## src/rtl/ipra_defs.vh

```
`ifndef IPRA_DEFS_VH
`define IPRA_DEFS_VH

// global space locations (top address bit high, index from the low five bits)
`define IPRA_GLB_PAGE        5'h01
`define IPRA_GLB_IRQ_STATUS  5'h02
`define IPRA_GLB_IRQ_MASK    5'h03
`define IPRA_GLB_CTRL        5'h04
`define IPRA_PAGE_FULL_ADDR  6'h21

// interrupt word layout
`define IPRA_CHAN_LSB        0
`define IPRA_INPUT_LSB       8
`define IPRA_OVR_LSB         12

// control word layout
`define IPRA_CTRL_TRISTATE   0
`define IPRA_CTRL_INTR_CLR   1

// reset values
`define IPRA_PAGE_RST        16'h0000
`define IPRA_MASK_RST        16'hFFFF
`define IPRA_CTRL_RST        2'h0
// idle pin levels in synchroniser order: strobes high, the rest low
`define IPRA_PIN_IDLE        29'h1C00_0000

// page layout inside one channel block of 0x0200
`define IPRA_CHAN_BLOCK_LSB  9
`define IPRA_NUM_CHAN        4'h8
`define IPRA_PROG_LO_BASE    9'h000
`define IPRA_PROG_HI_BASE    9'h040
`define IPRA_COMP_LO_BASE    9'h080
`define IPRA_COMP_HI_BASE    9'h0C0
`define IPRA_CTRL_BASE       9'h100
`define IPRA_CTRL_END        9'h140

// paged region codes
`define IPRA_REG_PROG_LO     3'h0
`define IPRA_REG_PROG_HI     3'h1
`define IPRA_REG_COMP_LO     3'h2
`define IPRA_REG_COMP_HI     3'h3
`define IPRA_REG_CTRL        3'h4
`define IPRA_REG_NONE        3'h7

`endif

```

## src/rtl/ipra_top.v

```verilog
`timescale 1ns/1ps
`default_nettype none
`include "ipra_defs.vh"

module ipra_top (
    input  wire        CLK_SYS,
    input  wire        RST,
    input  wire [15:0] D_IN,
    output reg  [15:0] D_OUT,
    output wire        D_OE,
    input  wire [5:0]  A,
    input  wire        RD_N,
    input  wire        WR_N,
    input  wire        CE_N,
    input  wire [7:0]  CHAN_METER_EVT,
    input  wire [3:0]  INPUT_METER_EVT,
    input  wire [3:0]  OVERFLOW_PIN,
    input  wire        SYNC_SRC,
    output reg         IRQ_OUT,
    output wire        IRQ_OE,
    output reg         SYNC_OUT,
    output wire        SYNC_OUT_OE,
    output reg  [15:0] PAGED_ADDR,
    output reg  [2:0]  PAGED_CHAN,
    output reg  [2:0]  PAGED_REGION,
    output reg  [5:0]  PAGED_TAP,
    output reg  [15:0] PAGED_WDATA,
    output reg         PAGED_WR,
    output reg         PAGED_RD,
    input  wire [15:0] PAGED_RDATA
);

// ----------------------------------------------------------------
// pin synchronisers
// ----------------------------------------------------------------
// order: ce, rd, wr, address, data, overflow pins
localparam PW = 29;

wire [PW-1:0] pins = {CE_N, RD_N, WR_N, A, D_IN, OVERFLOW_PIN};
reg  [PW-1:0] sync1_r;
reg  [PW-1:0] sync2_r;
reg  [PW-1:0] sync3_r;
reg  [PW-1:0] stable_r;
reg  [PW-1:0] stable_nxt;
integer       i;

// a bit only moves once the second and third stages agree
always @* begin
    stable_nxt = stable_r;
    for (i = 0; i < PW; i = i + 1) begin
        if (sync2_r[i] == sync3_r[i]) begin
            stable_nxt[i] = sync3_r[i];
        end
    end
end

always @(posedge CLK_SYS) begin
    if (RST) begin
        // every stage resets to the idle levels; stages that disagreed with
        // the agreed value would show a false overflow edge after reset
        sync1_r  <= `IPRA_PIN_IDLE;
        sync2_r  <= `IPRA_PIN_IDLE;
        sync3_r  <= `IPRA_PIN_IDLE;
        stable_r <= `IPRA_PIN_IDLE;
    end else begin
        sync1_r  <= pins;
        sync2_r  <= sync1_r;
        sync3_r  <= sync2_r;
        stable_r <= stable_nxt;
    end
end

wire        ce_n_s = stable_r[28];
wire        rd_n_s = stable_r[27];
wire        wr_n_s = stable_r[26];
wire [5:0]  addr_s = stable_r[25:20];
wire [15:0] data_s = stable_r[19:4];
wire [3:0]  ovr_s  = stable_r[3:0];

// ----------------------------------------------------------------
// host strobes
// ----------------------------------------------------------------
// with rd_n tied low (two-pin mode) a write still wins over a read
wire wr_act = !ce_n_s && !wr_n_s;
wire rd_act = !ce_n_s && !rd_n_s && wr_n_s;

reg         wr_prev_r;
reg         rd_prev_r;
reg  [5:0]  wr_addr_r;
reg  [15:0] wr_data_r;

// commit at the end of the strobe, so data has settled for the whole access
wire wr_done  = wr_prev_r && !wr_act;
wire rd_start = rd_act && !rd_prev_r;

always @(posedge CLK_SYS) begin
    if (RST) begin
        wr_prev_r <= 1'b0;
        rd_prev_r <= 1'b0;
        wr_addr_r <= 6'h00;
        wr_data_r <= 16'h0000;
    end else begin
        wr_prev_r <= wr_act;
        rd_prev_r <= rd_act;
        if (wr_act) begin
            wr_addr_r <= addr_s;
            wr_data_r <= data_s;
        end
    end
end

// ----------------------------------------------------------------
// address decode
// ----------------------------------------------------------------
reg [15:0] page_r;

function [15:0] paged_sum;
    input [15:0] page;
    input [4:0]  low;
    begin
        paged_sum = page + {11'h000, low};
    end
endfunction

function [2:0] region_of;
    input [15:0] pa;
    reg   [8:0]  off;
    begin
        off = pa[8:0];
        if (pa[15:12] != 4'h0) begin
            region_of = `IPRA_REG_NONE;
        end else if (off >= `IPRA_CTRL_END) begin
            region_of = `IPRA_REG_NONE;
        end else if (off >= `IPRA_CTRL_BASE) begin
            region_of = `IPRA_REG_CTRL;
        end else if (off >= `IPRA_COMP_HI_BASE) begin
            region_of = `IPRA_REG_COMP_HI;
        end else if (off >= `IPRA_COMP_LO_BASE) begin
            region_of = `IPRA_REG_COMP_LO;
        end else if (off >= `IPRA_PROG_HI_BASE) begin
            region_of = `IPRA_REG_PROG_HI;
        end else begin
            region_of = `IPRA_REG_PROG_LO;
        end
    end
endfunction

// global space when the top bit is high
function is_global;
    input [5:0] a;
    begin
        is_global = a[5];
    end
endfunction

// paged access uses the live page register
wire [15:0] rd_paddr   = paged_sum(page_r, addr_s[4:0]);
wire [15:0] wr_paddr   = paged_sum(page_r, wr_addr_r[4:0]);
wire [2:0]  rd_region  = region_of(rd_paddr);
wire [2:0]  wr_region  = region_of(wr_paddr);
wire        wr_global  = wr_done && is_global(wr_addr_r);
wire        wr_paged   = wr_done && !is_global(wr_addr_r);

// ----------------------------------------------------------------
// global registers
// ----------------------------------------------------------------
reg  [15:0] status_r;
reg  [15:0] status_nxt;
reg  [15:0] mask_r;
reg  [1:0]  ctrl_r;
reg  [3:0]  ovr_prev_r;

// sixteen sources, overflow taken on a pin's rising edge
wire [15:0] events = {ovr_s & ~ovr_prev_r, INPUT_METER_EVT, CHAN_METER_EVT};
wire        intr_clr = ctrl_r[`IPRA_CTRL_INTR_CLR];
wire        tristate = ctrl_r[`IPRA_CTRL_TRISTATE];

always @(posedge CLK_SYS) begin
    if (RST) begin
        page_r <= `IPRA_PAGE_RST;
        mask_r <= `IPRA_MASK_RST;
        ctrl_r <= `IPRA_CTRL_RST;
    end else if (wr_global) begin
        case (wr_addr_r[4:0])
            // page register at full address 0x21
            `IPRA_GLB_PAGE: begin
                page_r <= wr_data_r;
            end
            `IPRA_GLB_IRQ_MASK: begin
                mask_r <= wr_data_r;
            end
            `IPRA_GLB_CTRL: begin
                ctrl_r <= wr_data_r[1:0];
            end
            default: begin
            end
        endcase
    end
end

// any status write clears; a new event in that cycle still sets
always @* begin
    status_nxt = status_r;
    if (wr_global && wr_addr_r[4:0] == `IPRA_GLB_IRQ_STATUS) begin
        status_nxt = 16'h0000;
    end
    status_nxt = status_nxt | events;
    // debug clear holds every bit clear
    if (intr_clr) begin
        status_nxt = 16'h0000;
    end
end

always @(posedge CLK_SYS) begin
    if (RST) begin
        status_r   <= 16'h0000;
        ovr_prev_r <= 4'h0;
        IRQ_OUT    <= 1'b0;
        SYNC_OUT   <= 1'b0;
    end else begin
        status_r   <= status_nxt;
        ovr_prev_r <= ovr_s;
        IRQ_OUT    <= |(status_nxt & ~mask_r);
        SYNC_OUT   <= SYNC_SRC;
    end
end

assign IRQ_OE      = !tristate;
assign SYNC_OUT_OE = !tristate;

// ----------------------------------------------------------------
// read path
// ----------------------------------------------------------------
reg [15:0] rd_mux;

// status is readable for the host
always @* begin
    rd_mux = 16'h0000;
    if (is_global(addr_s)) begin
        case (addr_s[4:0])
            `IPRA_GLB_PAGE:       rd_mux = page_r;
            `IPRA_GLB_IRQ_STATUS: rd_mux = status_r;
            `IPRA_GLB_IRQ_MASK:   rd_mux = mask_r;
            `IPRA_GLB_CTRL:       rd_mux = {14'h0000, ctrl_r};
            default:              rd_mux = 16'h0000;
        endcase
    end else if (rd_region != `IPRA_REG_NONE) begin
        rd_mux = PAGED_RDATA;
    end
end

// data lines driven only during a read
assign D_OE = rd_act;

always @(posedge CLK_SYS) begin
    if (RST) begin
        D_OUT <= 16'h0000;
    end else if (rd_act) begin
        D_OUT <= rd_mux;
    end
end

// ----------------------------------------------------------------
// paged space port
// ----------------------------------------------------------------
reg [15:0] pa_nxt;
reg [2:0]  rg_nxt;

always @* begin
    pa_nxt = wr_paged ? wr_paddr : rd_paddr;
    rg_nxt = wr_paged ? wr_region : rd_region;
end

always @(posedge CLK_SYS) begin
    if (RST) begin
        PAGED_ADDR   <= 16'h0000;
        PAGED_CHAN   <= 3'h0;
        PAGED_REGION <= `IPRA_REG_NONE;
        PAGED_TAP    <= 6'h00;
        PAGED_WDATA  <= 16'h0000;
        PAGED_WR     <= 1'b0;
        PAGED_RD     <= 1'b0;
    end else begin
        // channel number from the block field
        PAGED_ADDR   <= pa_nxt;
        PAGED_CHAN   <= pa_nxt[11:`IPRA_CHAN_BLOCK_LSB];
        PAGED_REGION <= rg_nxt;
        PAGED_TAP    <= pa_nxt[5:0];
        PAGED_WDATA  <= wr_data_r;
        PAGED_WR     <= wr_paged && wr_region != `IPRA_REG_NONE;
        PAGED_RD     <= rd_start && !is_global(addr_s) && rd_region != `IPRA_REG_NONE;
    end
end

endmodule
`default_nettype wire

```

## config.mk

```make
export PLATFORM = sky130hd
export DESIGN_NAME = ipra_top
export DESIGN_NICKNAME = d
export VERILOG_FILES = /design/src/rtl/ipra_top.v
export VERILOG_INCLUDE_DIRS = /design/src /design/src/rtl
export SDC_FILE = /design/constraint.sdc
export NUM_CORES = 1
export LEC_CHECK = 0
export ABC_AREA = 1
export BUFFER_PORTS_ARGS = -buffer_cell sky130_fd_sc_hd__buf_2
export CORE_ASPECT_RATIO = 0.8
export CORE_MARGIN = 4
export CORE_UTILIZATION = 50
export DETAILED_ROUTE_END_ITERATION = 12
export GPL_TIMING_DRIVEN = 0
export PLACE_DENSITY = 0.8
export SYNTH_ARGS = -nofsm -noshare
export SYNTH_HDL_FRONTEND = slang
export SYNTH_SLANG_ARGS = --single-unit
```

## constraint.sdc

```tcl
create_clock -name CLK_SYS -period 4.5 [get_ports CLK_SYS]
set_input_delay 0.675 -clock CLK_SYS [delete_from_list [all_inputs] [get_ports CLK_SYS]]
set_output_delay 0.675 -clock CLK_SYS [all_outputs]
set_load 0.01 [all_outputs]
```

==> key figures <==
Drt
  – Uppermost layer routed: met4
  – WL met2: 11.3 mm
  – Drt drc: 0
  – WL/cell: 15.4 um
  – WL met3: 2.54 mm
  – Antenna viol nets, final: 0
  – M1 wire length: 11.6 mm
  – Initial DRC count: 638
  – Final WL: 26.1 mm
  – Pre-Repair DR Iteration Count: 5
  – Drt via density: 5.14
  – Via count: 8,699

GRT
  – Total grt overflow: 0
  – First-pass GRT wire length: 41.1 mm
  – Largest net degree at the start of global routing: 15
  – Initial antenna violation count: 0
  – GRT Util Overall: 23.4%
  – Vias in the first global route: 8,076

Worst setup path
  – Crit path cell chain: inv_1 > nor3_2 > clkbuf_1 > buf_2
  – Type of origin of the critical path: flop
  – Buf+Inv Stages, Crit Path: 3
  – Cell family with most CP delay: buffers and inverters
  – CP arrival: 2.02 ns
  – Max incr delay on CP: 0.53 ns
  – WS Path Type: flop to output port
  – CP required: 3.83 ns
  – Slowest stage cell, crit path: nor3_2
  – Critical path peak fanout: 10
  – Critical Path End Type: output port

Floorplan
  – FP Rows: 45
  – Die width: 165 um
  – Die ar.: 21,900 um2
  – Die Height: 133 um
  – Core area: 19,100 um2
  – I/O pins: 127
  – Initial Util: 51.2%

Timing
  – Worst slew pin tran: 0.819 ns
  – Final setup vio count: 0
  – RSZ-0062 raised after global routing: false
  – Post-layout minimum cycle time: 2.69 ns
  – Clk_skew: 0.0104 ns
  – Fmax: 371 MHz
  – Period utilization: 59.9%
  – Max Slew Vio Count: 0
  – Hold WS: 0.346 ns
  – Worst relative slew slack: 45.4%
  – Fin Setup TNS: 0 ns
  – Hold Vio Cnt, Final: 0

Synthesis
  – Synth Area in Simple Gates: 21.6%
  – #FFs+latches synth: 249
  – Largest family of logic cells by synthesized area: simple AND/OR/NAND/NOR gates
  – Post-Synth Adder-Cell Area: 1.68%
  – Post-synthesis mux area share: 0%
  – Syn Inst Count: 1,267
  – Syn nets: 1,339
  – Post-synth cell types: 42
  – Syn avg cell area: 7.74 um2
  – Register area share after synthesis: 50.9%
  – Netlist Area Pre-Place: 9800 um2
  – Synth Area in Compound Gates: 14.4%
  – Yosys Warn Count: 0
  – Synth Area in XOR/XNOR: 0.625%

Finish
  – Nets: 1,490
  – Syn-to-layout area delta: 18.4%
  – Fin area: 11,600 um2
  – Multi-input logic area: 3750 um2
  – Final Non-Filler Cells: 1,692
  – Antenna cells: 0
  – FF/Latch Area: 4980 um2
  – Commonest non-fill, non-tap cells in the layout: 249 x dfxtp_1, 195 x inv_1, 190 x nor2_1
  – Commonest non-fill, non-tap cell in the layout: dfxtp_1
  – Fill count: 1,738
  – Fraction of layout cells with a size suffix above 1: 15.8%

Power
  – P per Cell Area: 392 nW/um2
  – Pleak: 5.53 nW
  – IR drop worst, VDD: 0.340 mV

Run
  – MaxCap Viol Count: 0

CTS
  – Clock Path Buffers: 3
  – CTS sink cnt: 249
  – H-tree levels: 1
  – CTS buffer count: 24
  – Post-cts resize count: 0
  – Number of hold buffers added after cts: 0
  – CTS tree: built
  – Worst skew pair latency: 0.51 ns
  – Clock Root Buffer: clkbuf_16
  – Clock slew at reported path FFs: 0.06 ns
  – Post-CTS Setup Inserts: 0

Hold path
  – Worst Hold Class: input pin to flop

Status
  – Outcome: completed

Placement
  – Placed Area: 10,800 um2
  – Port Buf Inserts: 125
  – Final HPWL DP: 19.8 mm
  – Inst Count DP: 1,650
  – Global placement routability congestion: 0.970
==> routing by layer <==
layer  vias to the layer above  global-route usage (%)
met5                         -                       0
met4                         0                    6.65
met3                        51                    5.44
met2                       368                    35.9
met1                      3948                    33.1
li1                       4332                       -
==> layout make-up <==
type / count / area share (%)
Tap cell: 258 / 2.78
Sequential cell: 249 / 42.9
Clock buffer: 36 / 6.43
Buffer: 65 / 2.71
Clock inverter: 6 / 0.959
Inverter: 201 / 6.50
Timing Repair Buffer: 125 / 5.39
Multi-Input combinational cell: 752 / 32.3
==> final timing paths <==
| check | depth (start not counted) | start | endpoint | slack, ns |
|---|---|---|---|---|
| worst max-delay path | 4 | stable_r[26] | D_OE | 1.81 |
| worst min-delay path | 2 | WR_N | sync1_r[26] | 0.35 |
| worst max register to register | 12 | stable_r[20] | D_OUT[13] | 1.97 |
| worst min register to register | 2 | sync1_r[8] | sync2_r[8] | 0.40 |
==> power breakdown <==
| group | switching (mW) | internal, mW | total [mW] |
|---|---|---|---|
| clock | 0.828 | 1.31 | 2.14 |
| combinational | 0.0910 | 0.0556 | 0.147 |
| sequential | 0.0185 | 2.25 | 2.26 |
| total | 0.938 | 3.62 | 4.55 |
==> cells in the mapped netlist, drive strengths merged <==
master | number | area share, %
xor2 | 4 | 0.36
clkinv | 2 | 0.077
a21oi | 116 | 5.9
a221oi | 1 | 0.089
o211ai | 1 | 0.077
o221ai | 14 | 1.3
clkbuf | 39 | 1.5
ha | 10 | 1.3
nand4 | 20 | 1.3
o21ai | 96 | 4.9
o22ai | 2 | 0.13
nor3b | 1 | 0.077
nor3 | 8 | 0.68
o31ai | 1 | 0.077
nand2 | 176 | 7.2
xnor2 | 3 | 0.27
nor2 | 196 | 8.1
buf | 26 | 1.7
a211oi | 3 | 0.23
a31oi | 4 | 0.26
nand3 | 65 | 3.4
inv | 199 | 7.6
o22a | 16 | 1.4
and2 | 1 | 0.064
or2 | 12 | 0.77
dfxtp | 249 | 51
fa | 2 | 0.41
==> logic make-up (layout without fill, tap and decap cells) <==
logic type | count (synthesis) | count (layout)
compound gates | 254 | 254
fa+ha+maj | 12 | 12
buf+inv | 266 | 433
simple gates | 479 | 479
xor+xnor | 7 | 7
flops | 249 | 249
==> through the flow <==
stage | setup WS, ns | util [%] | power [mW]
after detailed placement | 1.68 | 56.2 | 2.46
after floorplan | 2.46 | - | 2.39
after global routing | 1.72 | 60.6 | 4.69
after CTS | 1.83 | 60.6 | 4.57
after global placement | 1.76 | 56.2 | 2.45
final | 1.81 | 60.6 | 4.55
==> state kept, by name, summed over array words and instances (netlist names), 29 cells and up <==
register	flops
sync3_r	29
stable_r	29
sync1_r	29
sync2_r	29
Power figures use the tool's default switching activity.
